**src/design/bppu_pkg.sv**
```systemverilog
// shared constants and register map of the upper port pin block
package bppu_pkg;
  // bus geometry
  localparam int AXI_AW = 6;
  localparam int PORT_W = 8;
  localparam logic [1:0] RESP_OKAY = 2'h0;
  localparam logic [1:0] RESP_SLVERR = 2'h2;
  localparam logic [23:0] RDATA_PAD = 24'h00_0000;
  // register byte addresses
  localparam logic [5:0] REG_PIN = 6'h00;
  localparam logic [5:0] REG_LAT = 6'h04;
  localparam logic [5:0] REG_DIR = 6'h08;
  localparam logic [5:0] REG_ICM = 6'h0C;
  localparam logic [5:0] REG_IC2 = 6'h10;
  localparam logic [5:0] REG_IC3 = 6'h14;
  localparam logic [5:0] REG_ADC = 6'h18;
  localparam logic [5:0] REG_STAT = 6'h1C;
  localparam logic [5:0] REG_MASK = 6'h20;
  localparam logic [5:0] REG_CFG = 6'h24;
  localparam logic [1:0] WORD_ALIGN = 2'h0;
  // implemented bits and reset values
  localparam logic [7:0] IC2_MASK = 8'hF5;
  localparam logic [7:0] IC3_MASK = 8'hDB;
  localparam logic [7:0] ADC_MASK = 8'h3F;
  localparam logic [7:0] LAT_RST = 8'h00;
  localparam logic [7:0] DIR_RST = 8'hFF;
  localparam logic [7:0] ICM_RST = 8'h00;
  localparam logic [7:0] IC2_RST = IC2_MASK;
  localparam logic [7:0] IC3_RST = 8'hC0;
  localparam logic [7:0] ADC_RST_ANA = 8'h00;
  localparam logic [7:0] ADC_RST_DIG = 8'h0F;
  // field positions
  localparam int ICM_FLAG = 0;
  localparam int IC2_PU_DIS = 7;
  localparam int STAT_CHG = 0;
  localparam int CFG_LVP = 0;
  localparam int CFG_ALT = 1;
  localparam int CFG_POR_ANA = 2;
  localparam int CFG_PROG = 3;
  // analog selection: pcfg codes below the limit make the low pins analog
  localparam logic [3:0] PCFG_DIG_LIMIT = 4'h4;
  localparam logic [7:0] ANA_PINS = 8'h1F;
  // pin roles
  localparam int CCP_PIN = 3;
  localparam int LVP_PIN = 5;
  localparam int PGC_PIN = 6;
  localparam int PGD_PIN = 7;
  localparam int CHG_LO = 4;
  localparam logic [7:0] LVP_PINS = 8'h20;
  localparam logic [7:0] PROG_PINS = 8'hC0;
endpackage : bppu_pkg

```
**src/design/bppu_sync.sv**
```systemverilog
// three-stage pin synchroniser with agreement filter
`timescale 1ns/10ps
module bppu_sync
  import bppu_pkg::*;
(
  // clock and reset
  input wire logic aclk,
  input wire logic aresetn,
  // raw pins and filtered levels
  input wire logic [PORT_W-1:0] pin_raw,
  output logic [PORT_W-1:0] pin_q
);
  typedef struct packed {
    logic [PORT_W-1:0] s1;
    logic [PORT_W-1:0] s2;
    logic [PORT_W-1:0] s3;
    logic [PORT_W-1:0] q;
  } bppu_sync_st_t;
  bppu_sync_st_t st;
  bppu_sync_st_t n;
  logic [PORT_W-1:0] agree;
  // s1 feeds only s2; a level counts once s2 and s3 agree, so one stray sample is dropped
  assign agree = ~(st.s2 ^ st.s3);
  always_comb begin
    n.s1 = pin_raw;
    n.s2 = st.s1;
    n.s3 = st.s2;
    n.q = (agree & st.s3) | (~agree & st.q);
    if (!aresetn) begin
      n = '0;
    end
  end
  // state register
  always_ff @(posedge aclk) begin
    st <= n;
  end
  assign pin_q = st.q;
endmodule : bppu_sync

```
**src/design/bppu_axil.sv**
```systemverilog
// axi4-lite slave front end turning bus transfers into register strobes
`timescale 1ns/10ps
module bppu_axil
  import bppu_pkg::*;
(
  // clock and reset
  input wire logic aclk,
  input wire logic aresetn,
  // write channels
  input wire logic [AXI_AW-1:0] s_axi_awaddr,
  input wire logic s_axi_awvalid,
  output logic s_axi_awready,
  input wire logic [31:0] s_axi_wdata,
  input wire logic [3:0] s_axi_wstrb,
  input wire logic s_axi_wvalid,
  output logic s_axi_wready,
  output logic [1:0] s_axi_bresp,
  output logic s_axi_bvalid,
  input wire logic s_axi_bready,
  // read channels
  input wire logic [AXI_AW-1:0] s_axi_araddr,
  input wire logic s_axi_arvalid,
  output logic s_axi_arready,
  output logic [31:0] s_axi_rdata,
  output logic [1:0] s_axi_rresp,
  output logic s_axi_rvalid,
  input wire logic s_axi_rready,
  // register strobes
  output logic wr_en,
  output logic [AXI_AW-1:0] wr_addr,
  output logic [7:0] wr_data,
  input wire logic wr_ok,
  output logic rd_en,
  output logic [AXI_AW-1:0] rd_addr,
  input wire logic [7:0] rd_data,
  input wire logic rd_ok
);
  typedef struct packed {
    logic aw_hold;
    logic [AXI_AW-1:0] addr;
    logic w_hold;
    logic [7:0] data;
    logic lane0;
    logic awready;
    logic wready;
    logic bvalid;
    logic [1:0] bresp;
    logic arready;
    logic rvalid;
    logic [1:0] rresp;
    logic [7:0] rdata;
  } bppu_axil_st_t;
  bppu_axil_st_t st;
  bppu_axil_st_t n;
  logic go;
  // a write fires once both halves are parked; no new write until its response is taken
  assign go = st.aw_hold && st.w_hold && !st.bvalid;
  assign wr_en = go && st.lane0;
  assign wr_addr = st.addr;
  assign wr_data = st.data;
  assign rd_en = s_axi_arvalid && st.arready;
  assign rd_addr = s_axi_araddr;
  // channel bookkeeping
  always_comb begin
    n = st;
    if (s_axi_awvalid && st.awready) begin
      n.aw_hold = 1'b1;
      n.addr = s_axi_awaddr;
    end
    if (s_axi_wvalid && st.wready) begin
      n.w_hold = 1'b1;
      n.data = s_axi_wdata[7:0];
      n.lane0 = s_axi_wstrb[0];
    end
    if (st.bvalid && s_axi_bready) begin
      n.bvalid = 1'b0;
    end
    if (go) begin
      n.aw_hold = 1'b0;
      n.w_hold = 1'b0;
      n.bvalid = 1'b1;
      n.bresp = wr_ok ? RESP_OKAY : RESP_SLVERR;
    end
    n.awready = !n.aw_hold && !n.bvalid;
    n.wready = !n.w_hold && !n.bvalid;
    if (st.rvalid && s_axi_rready) begin
      n.rvalid = 1'b0;
    end
    if (rd_en) begin
      n.rvalid = 1'b1;
      n.rdata = rd_ok ? rd_data : LAT_RST;
      n.rresp = rd_ok ? RESP_OKAY : RESP_SLVERR;
    end
    n.arready = !n.rvalid;
    if (!aresetn) begin
      n = '0;
    end
  end
  // state register
  always_ff @(posedge aclk) begin
    st <= n;
  end
  assign s_axi_awready = st.awready;
  assign s_axi_wready = st.wready;
  assign s_axi_bresp = st.bresp;
  assign s_axi_bvalid = st.bvalid;
  assign s_axi_arready = st.arready;
  assign s_axi_rdata = {RDATA_PAD, st.rdata};
  assign s_axi_rresp = st.rresp;
  assign s_axi_rvalid = st.rvalid;
endmodule : bppu_axil

```
**src/design/bppu_top.sv**
```systemverilog
// upper port pin block: registers, pin muxing, pull-ups, change interrupt
`timescale 1ns/10ps
module bppu_top
  import bppu_pkg::*;
(
  // clock and reset
  input wire logic aclk,
  input wire logic aresetn,
  // axi4-lite write channels
  input wire logic [AXI_AW-1:0] s_axi_awaddr,
  input wire logic s_axi_awvalid,
  output logic s_axi_awready,
  input wire logic [31:0] s_axi_wdata,
  input wire logic [3:0] s_axi_wstrb,
  input wire logic s_axi_wvalid,
  output logic s_axi_wready,
  output logic [1:0] s_axi_bresp,
  output logic s_axi_bvalid,
  input wire logic s_axi_bready,
  // axi4-lite read channels
  input wire logic [AXI_AW-1:0] s_axi_araddr,
  input wire logic s_axi_arvalid,
  output logic s_axi_arready,
  output logic [31:0] s_axi_rdata,
  output logic [1:0] s_axi_rresp,
  output logic s_axi_rvalid,
  input wire logic s_axi_rready,
  // configuration straps, caught during reset
  input wire logic cfg_lvp,
  input wire logic cfg_ccp_alt,
  input wire logic cfg_por_analog,
  // programming and capture unit side
  input wire logic prog_dbg_en,
  input wire logic prog_data_out,
  input wire logic prog_data_oe,
  input wire logic ccp_cmp_out,
  output logic ccp_capture,
  output logic prog_clk,
  output logic prog_data_in,
  output logic lvp_entry,
  // port pins
  input wire logic [PORT_W-1:0] pin_in,
  output logic [PORT_W-1:0] pin_out,
  output logic [PORT_W-1:0] pin_oe_n,
  output logic [PORT_W-1:0] pullup_en,
  // interrupt
  output logic irq
);
  typedef struct packed {
    logic [7:0] lat;
    logic [7:0] dir;
    logic [7:0] icm;
    logic [7:0] ic2;
    logic [7:0] ic3;
    logic [7:0] adc;
    logic [3:0] old;
    logic stat;
    logic mask;
    logic cfg_lvp;
    logic cfg_alt;
    logic cfg_por;
    logic [7:0] pin_out;
    logic [7:0] pin_oe_n;
    logic [7:0] pullup_en;
    logic ccp_cap;
    logic prog_clk;
    logic prog_din;
    logic lvp_entry;
    logic irq;
  } bppu_top_st_t;
  bppu_top_st_t st;
  bppu_top_st_t n;

  logic wr_en;
  logic [AXI_AW-1:0] wr_addr;
  logic [7:0] wr_data;
  logic wr_ok;
  logic rd_en;
  logic [AXI_AW-1:0] rd_addr;
  logic [7:0] rd_data;
  logic rd_ok;
  logic [PORT_W-1:0] pin_q;
  logic analog;
  logic ccp_here;
  logic [7:0] ovr;
  logic [7:0] blank;
  logic [3:0] chg_src;
  logic mism;
  logic pin_snap;

  // bus slave
  bppu_axil u_axil (
    .aclk(aclk),
    .aresetn(aresetn),
    .s_axi_awaddr(s_axi_awaddr),
    .s_axi_awvalid(s_axi_awvalid),
    .s_axi_awready(s_axi_awready),
    .s_axi_wdata(s_axi_wdata),
    .s_axi_wstrb(s_axi_wstrb),
    .s_axi_wvalid(s_axi_wvalid),
    .s_axi_wready(s_axi_wready),
    .s_axi_bresp(s_axi_bresp),
    .s_axi_bvalid(s_axi_bvalid),
    .s_axi_bready(s_axi_bready),
    .s_axi_araddr(s_axi_araddr),
    .s_axi_arvalid(s_axi_arvalid),
    .s_axi_arready(s_axi_arready),
    .s_axi_rdata(s_axi_rdata),
    .s_axi_rresp(s_axi_rresp),
    .s_axi_rvalid(s_axi_rvalid),
    .s_axi_rready(s_axi_rready),
    .wr_en(wr_en),
    .wr_addr(wr_addr),
    .wr_data(wr_data),
    .wr_ok(wr_ok),
    .rd_en(rd_en),
    .rd_addr(rd_addr),
    .rd_data(rd_data),
    .rd_ok(rd_ok)
  );

  bppu_sync u_sync (
    .aclk(aclk),
    .aresetn(aresetn),
    .pin_raw(pin_in),
    .pin_q(pin_q)
  );

  // pin ownership; a programming function owns its pins whatever the direction bits say
  assign analog = st.adc[3:0] < PCFG_DIG_LIMIT;
  assign ccp_here = !st.cfg_alt;
  assign ovr = (st.cfg_lvp ? LVP_PINS : LAT_RST) | (prog_dbg_en ? PROG_PINS : LAT_RST);
  assign blank = ovr | (analog ? ANA_PINS : LAT_RST);
  assign chg_src = st.dir[PORT_W-1:CHG_LO] & ~ovr[PORT_W-1:CHG_LO];
  assign mism = |((pin_q[PORT_W-1:CHG_LO] ^ st.old) & chg_src);
  // any read of the pin register, or a write with byte lane 0 set, re-arms the comparison
  assign pin_snap = (rd_en && rd_addr == REG_PIN) || (wr_en && wr_addr == REG_PIN);
  assign wr_ok = (wr_addr[1:0] == WORD_ALIGN) && (wr_addr <= REG_CFG);

  // register read decode
  always_comb begin
    rd_data = LAT_RST;
    rd_ok = (rd_addr[1:0] == WORD_ALIGN) && (rd_addr <= REG_CFG);
    case (rd_addr)
      REG_PIN: rd_data = pin_q & ~blank;
      REG_LAT: rd_data = st.lat;
      REG_DIR: rd_data = st.dir;
      REG_ICM: rd_data = st.icm;
      REG_IC2: rd_data = st.ic2 & IC2_MASK;
      REG_IC3: rd_data = st.ic3 & IC3_MASK;
      REG_ADC: rd_data = st.adc & ADC_MASK;
      REG_STAT: rd_data[STAT_CHG] = st.stat;
      REG_MASK: rd_data[STAT_CHG] = st.mask;
      REG_CFG: begin
        rd_data[CFG_LVP] = st.cfg_lvp;
        rd_data[CFG_ALT] = st.cfg_alt;
        rd_data[CFG_POR_ANA] = st.cfg_por;
        rd_data[CFG_PROG] = prog_dbg_en;
      end
      default: rd_data = LAT_RST;
    endcase
  end

  // next-state logic for the whole block
  always_comb begin
    n = st;
    // software writes use byte lane 0 only
    if (wr_en) begin
      case (wr_addr)
        REG_PIN, REG_LAT: n.lat = wr_data;
        REG_DIR: n.dir = wr_data;
        REG_ICM: n.icm = wr_data;
        REG_IC2: n.ic2 = wr_data & IC2_MASK;
        REG_IC3: n.ic3 = wr_data & IC3_MASK;
        REG_ADC: n.adc = wr_data & ADC_MASK;
        REG_STAT: begin
          if (wr_data[STAT_CHG]) begin
            n.stat = 1'b0;
          end
        end
        REG_MASK: n.mask = wr_data[STAT_CHG];
        default: n.lat = st.lat;
      endcase
    end
    if (pin_snap) begin
      n.old = pin_q[PORT_W-1:CHG_LO];
    end
    if (mism) begin
      n.icm[ICM_FLAG] = 1'b1;
      n.stat = 1'b1;
    end
    for (int i = 0; i < PORT_W; i++) begin
      n.pin_out[i] = st.lat[i];
      n.pin_oe_n[i] = st.dir[i];
    end
    if (ccp_here && !st.dir[CCP_PIN]) begin
      n.pin_out[CCP_PIN] = ccp_cmp_out;
    end
    n.ccp_cap = ccp_here && st.dir[CCP_PIN] && pin_q[CCP_PIN];
    if (st.cfg_lvp) begin
      n.pin_oe_n[LVP_PIN] = 1'b1;
    end
    n.lvp_entry = st.cfg_lvp && pin_q[LVP_PIN];
    if (prog_dbg_en) begin
      n.pin_oe_n[PGC_PIN] = 1'b1;
      n.pin_oe_n[PGD_PIN] = !prog_data_oe;
      n.pin_out[PGD_PIN] = prog_data_out;
    end
    n.prog_clk = prog_dbg_en && pin_q[PGC_PIN];
    n.prog_din = prog_dbg_en && pin_q[PGD_PIN];
    n.pullup_en = st.dir & ~blank & {PORT_W{!st.ic2[IC2_PU_DIS]}};
    // level interrupt from the sticky bit
    n.irq = st.stat && st.mask;
    if (!aresetn) begin
      n = '0;
      n.lat = LAT_RST;
      n.dir = DIR_RST;
      n.icm = ICM_RST;
      n.ic2 = IC2_RST;
      n.ic3 = IC3_RST;
      n.adc = cfg_por_analog ? ADC_RST_ANA : ADC_RST_DIG;
      n.cfg_lvp = cfg_lvp;
      n.cfg_alt = cfg_ccp_alt;
      n.cfg_por = cfg_por_analog;
      n.pin_oe_n = DIR_RST;
    end
  end

  // state register; synchronous reset is applied in the next-state logic
  always_ff @(posedge aclk) begin
    st <= n;
  end

  // outputs straight from the state register
  assign pin_out = st.pin_out;
  assign pin_oe_n = st.pin_oe_n;
  assign pullup_en = st.pullup_en;
  assign ccp_capture = st.ccp_cap;
  assign prog_clk = st.prog_clk;
  assign prog_data_in = st.prog_din;
  assign lvp_entry = st.lvp_entry;
  assign irq = st.irq;
endmodule : bppu_top

```
**config.mk**
```make
export PLATFORM = sky130hd
export DESIGN_NAME = bppu_top
export DESIGN_NICKNAME = d
export VERILOG_FILES = /design/src/design/bppu_pkg.sv /design/src/design/bppu_sync.sv /design/src/design/bppu_axil.sv /design/src/design/bppu_top.sv
export SDC_FILE = /design/constraint.sdc
export NUM_CORES = 1
export LEC_CHECK = 0
export BUFFER_PORTS_ARGS = -buffer_cell sky130_fd_sc_hd__buf_2
export CORE_ASPECT_RATIO = 0.75
export CORE_MARGIN = 1
export CORE_UTILIZATION = 53
export DETAILED_ROUTE_END_ITERATION = 6
export PLACE_DENSITY = 0.79
export SYNTH_ARGS = -nofsm -noshare
export SYNTH_HDL_FRONTEND = slang
export SYNTH_SLANG_ARGS = --single-unit
export TNS_END_PERCENT = 20
```
**constraint.sdc**
```tcl
create_clock -name aclk -period 2.1 [get_ports aclk]
set_input_delay 0.21 -clock aclk [delete_from_list [all_inputs] [get_ports aclk]]
set_output_delay 0.21 -clock aclk [all_outputs]
set_load 0.03 [all_outputs]
```
# Yosys cells after proc, flatten, opt, wreduce, memory -nomap -nowiden
# Index checks and enable logic that the tools add are counted.
# classes
addsub	0
mul	0
div	0
magnitude_cmp	3
n_eq_ne	19
shift	0
n_mux	35
bitwise_logic	17
n_reduce_logical	52
# ops
cell	count
equality test 6 x 5 -> 1 bit (second input constant)	8
two-way mux 44 bit	1
AND 8 bit	5
two-way mux 8 bit	5
case mux 4 bit (7 select lines)	1
two-way mux 25 bit	1
equality test 6 x 4 -> 1 bit (second input constant)	4
inverter 8 bit	3
case mux 3 bit (8 select lines)	1
logical AND 1 bit	21
equality test 6 bit (second input constant)	3
AND reduction 2 bit	8
two-way mux 1 bit	13
equality test 6 x 3 -> 1 bit (second input constant)	2
less-or-equal comparator 6 bit (second input constant)	2
logical NOT 6 bit	2
two-way mux 11 bit	1
two-way mux 10 bit	1
case mux 1 bit (10 select lines)	1
logical NOT 1 bit	9
AND 4 bit	2
two-way mux 2 bit	4
two-way mux 4 bit	2
bitwise OR 6 x 8 -> 8 bit	1
other kinds (18)	25
# word_totals
ff_bits	146
latchBits	0
ram_bits	0
mem_bits_ro	0
in_bits	70
output_inout_bits	70
word_cells	166
memories	0

# Longest topological paths before layout
# logic_depth
depth_word	9
depth_mapped	7

# By module
# Synthesis repeated with hierarchy kept, for this count alone.
# unflattened
hier_cells	644
area_unflattened_um2	6144.6
# by_module_without_submodules
mod	instances	cells_each	area_per_inst_um2	seq_area_each_um2
bppu_top	1	362	3574.7	1691.6
bppu_axil	1	191	1549.0	640.6
bppu_sync	1	91	1021.0	640.6

# Worst setup path after synthesis
# OpenSTA, ideal clock, no wires.
# synth_path
kind	register -> register
from	register u_axil.st, in the netlist u_axil.s_axi_bvalid
to	register st[38] in the netlist's numbering, enable pin
arrival_time_ns	1.646
required_ns	1.723
path_slack_ns	0.076
stages_incl_launch_ff	5
period_less_slack_ns	2.024
cell_sequence	dfxtp_1 nand4b_1 nor3_1 nand3b_1 o21ai_0
# synth_via
elab_chain_len	5
# synth_rtl
item	line	rtl
start: declaration	bppu_axil.sv:53	bppu_axil_st_t st;
start signal: assignment	bppu_axil.sv:101	st <= n;
logical NOT 1 bit	bppu_axil.sv:57	assign go = st.aw_hold && st.w_hold && !st.bvalid;
logical AND 1 bit	bppu_axil.sv:57	
logical AND 1 bit	bppu_axil.sv:58	assign wr_en = go && st.lane0;
inequality test 2 x 1 -> 1 bit (no source line)	-	
AND reduction 2 bit (no source line)	-	
end signal: assignment	bppu_top.sv:231	st <= n;
end: declaration	bppu_top.sv:71	bppu_top_st_t st;
# No other way between the ends.
# A chain may end at the register's enable or synchronous reset.

# Worst setup path in the final report
# layout_path
from	register u_axil.st, in the netlist u_axil.wr_addr[0]
to	register st[62] in the netlist's numbering
# layout_via
elab_chain_len	3
# layout_rtl
item	line	rtl
equality test 6 x 4 -> 1 bit	bppu_top.sv:169	case (wr_addr)
nonzero test 2 bit (no source line)	-	
AND reduction 2 bit (no source line)	-	
# No other way between the ends.

==> out/metrics.cfg <==
[final_layout]
register_area_um2=2970
syn2layout_area_growth_pct=15.8
multi_input_area_um2=2410
drive_gt1_share_pct=20.4
fillers=892
diodes=0
final_cell_mix=dfxtp_1, buf_2, nand2_1
final_common_cell=dfxtp_1
finalNetCount=739

[global_routing]
grt_max_degree=61
grt_pass1_wl_um=20200
antenna_found_initial=0
globalRouteTotalUtil_pct=23.6
first_global_vias=4140
grt_overflow=0

[floorplanning]
core_area_um2=10500
ioPinCount=140
initial_core_util_pct=55.7
num_rows=32
die-area_um2=11500
die-width_um=123
die_h_um=92.9

[route]
wirelength_um=12900
dr.pass1.iters=7
ant_nets=0
via_per_inst=5.36
wire_per_inst_um=15.8
drt_iter0_drc=343
remaining_drc_errors=0
vias=4382

[setup_path]
path_max_fanout=8
crit_type=reg -> reg
start_kind=flip-flop
endpoint_kind=flip-flop
required_ns=2.38
crit_arrival_ns=2.17

[placed_design]
routabilityCongestion=0.894
dp_hpwl_um=9030
portBuffers=86
dp_slack_ns=0.200

[worst_hold_path]
min_path_type=in -> reg

[power_and_ir_drop]
cellPowerDensity_nw_per_um2=924
irDropWorstVdd_v=0.000715
total_power_mw=6.25
leakagePower_nw=2.94

[logic_synthesis]
synth_top_flop_cell=dfxtp_1
synth_compound_area_share_pct=10.3
synth_top_family_by_area=simple AND/OR/NAND/NOR gates
synth_xor_area_share_pct=0.599
synth_adder_area_share_pct=0
yosys.cell_types.count=53
async_flop_share_pct=0
syn_inst=605
synthMuxAreaShare_pct=8.39
syn-cell-area_um2=5840
synth_edf_count=9
ys_seq_area_share_pct=50.9
syn_area_per_cell_um2=9.66
yosys_warnings=0
ys_ff_latch=144
synth_simple_gate_area_share_pct=20.3

[sta]
skew_ns=0.00817
finalCriticalPeriod_ns=1.89
fin_ws_ns=0.214
fin_crit_sh_pct=89.8
finalSetupViolCount=0
tns_ns=0
whs_ns=0.0106
finalMaxSlewViolations=0
relSlewSlack_pct=56.6
finalHoldViolCount=0
fmaxAchievable_mhz=530
rsz0062_at_grt=false
worst_pin_slew_ns=0.650

[clock_network]
clockBufferDepth=2
cts.clk_slew.worst_paths_ns=0.06
worstSkewPairLatency_ns=0.41
cts_tree=built
cts_max_level=4
cts_buffers=17
cts_root_buf=clkbuf_16
clock-sinks=144
cts_resized=0

[run]
drv_cap=0

[run_status]
status=completed

## repair_timing
action                                  4_1_cts  5_1_grt
endpoints found under the setup margin        0        0
endpoints found under the hold margin         6        1
hold buffers                                  6        1
buffers inserted                              0        0
## area by class of cell
| cell class | count | area share (%) |
|---|---|---|
| repair buffers | 104 | 8.98 |
| clock buffers | 21 | 6.80 |
| inverters | 3 | 0.166 |
| flip-flops and latches | 144 | 43.9 |
| clock inverters | 11 | 2.03 |
| well taps | 136 | 2.51 |
| multi-input cells | 399 | 35.6 |
## routing by layer
metal	part of all wire [%]	track usage [%]
met2	47	37.9
met5	0	0
met1	47	31.3
met4	1.1	7.23
met3	5.5	5.73
## worst paths after layout
path	start	endpoint	slack, ns	cells after the start
setup reg to reg	u_axil.wr_addr[0]	st[62]	0.21	5
hold reg to reg	u_sync.st[27]	u_sync.st[19]	0.43	1
setup / recovery	u_axil.wr_addr[0]	st[62]	0.21	5
hold / removal	pin_in[0]	u_sync.st[24]	0.01	2
## synthesized netlist by cell type, types with 2 or more instances
cell       number  share of area [%]
buf_4          60                7.7
a21oi_1        36                3.1
inv_1           2               0.13
clkbuf_1       20                1.3
nand4b_1        2               0.30
mux2i_1        49                8.4
nand3b_1        3               0.39
or4_4           2               0.39
and3_1          5               0.54
nor2_2          2               0.21
nand3_1        13                1.1
xnor2_1         3               0.45
o21ai_1         2               0.17
nand2_1        71                4.6
a211oi_1        3               0.39
a221oi_1       11                1.6
nor2_1         44                2.8
edfxtp_1        9                4.6
nand2b_1       16                1.7
a21o_1          4               0.51
dfxtp_1       135                 46
nor3b_1         6               0.77
a2bb2oi_1       4               0.60
nor3_1          8               0.69
o21ai_0        21                1.8
buf_2           4               0.34
nor2b_1         2               0.21
or3_1           4               0.43
a31oi_1         2               0.21
and2_1         39                4.2
## state kept, by name, summed over array words and instances, names as in the netlist, 3 cells and up, named ones only
name                cells
st                     51
u_sync.st              24
pin_oe_n                8
pin_out                 8
pullup_en               8
u_axil.s_axi_rdata      8
u_axil.wr_data          8
u_axil.wr_addr          6
u_axil.st               3
## cells by family after synthesis
kind of cell | after synthesis
XOR/XNOR | 4
other | 1
flip-flops | 144
AO/OA/AOI/OAI | 93
AND/OR/NAND/NOR | 227
buffers and inverters | 87
multiplexers | 49
## per-stage QoR
step	cells	util (%)	area [um^2]
2_1_floorplan	630	-	5940
3_3_place_gp	779	58.2	6100
3_5_place_dp	779	58.2	6100
4_1_cts	817	64.4	6760
5_1_grt	818	64.5	6770
6_report	818	64.5	6770
## where the power goes
group	total, mW	leakage [nW]	internal, mW	switching (mW)
Sequential	2.88	1.19	2.82	0.0574
Combinational	0.358	1.46	0.119	0.238
Clock	3.02	0.297	1.92	1.10
Total	6.25	2.94	4.86	1.39
## worst max-delay path, stage by stage (launching register included)
cell	delay (ns)
dfxtp_1	0.33
or4_4	0.58
nor2_2	0.19
nand3_2	0.32
mux2i_1	0.25
a21oi_1	0.08
(Power assumes the default switching activity.)
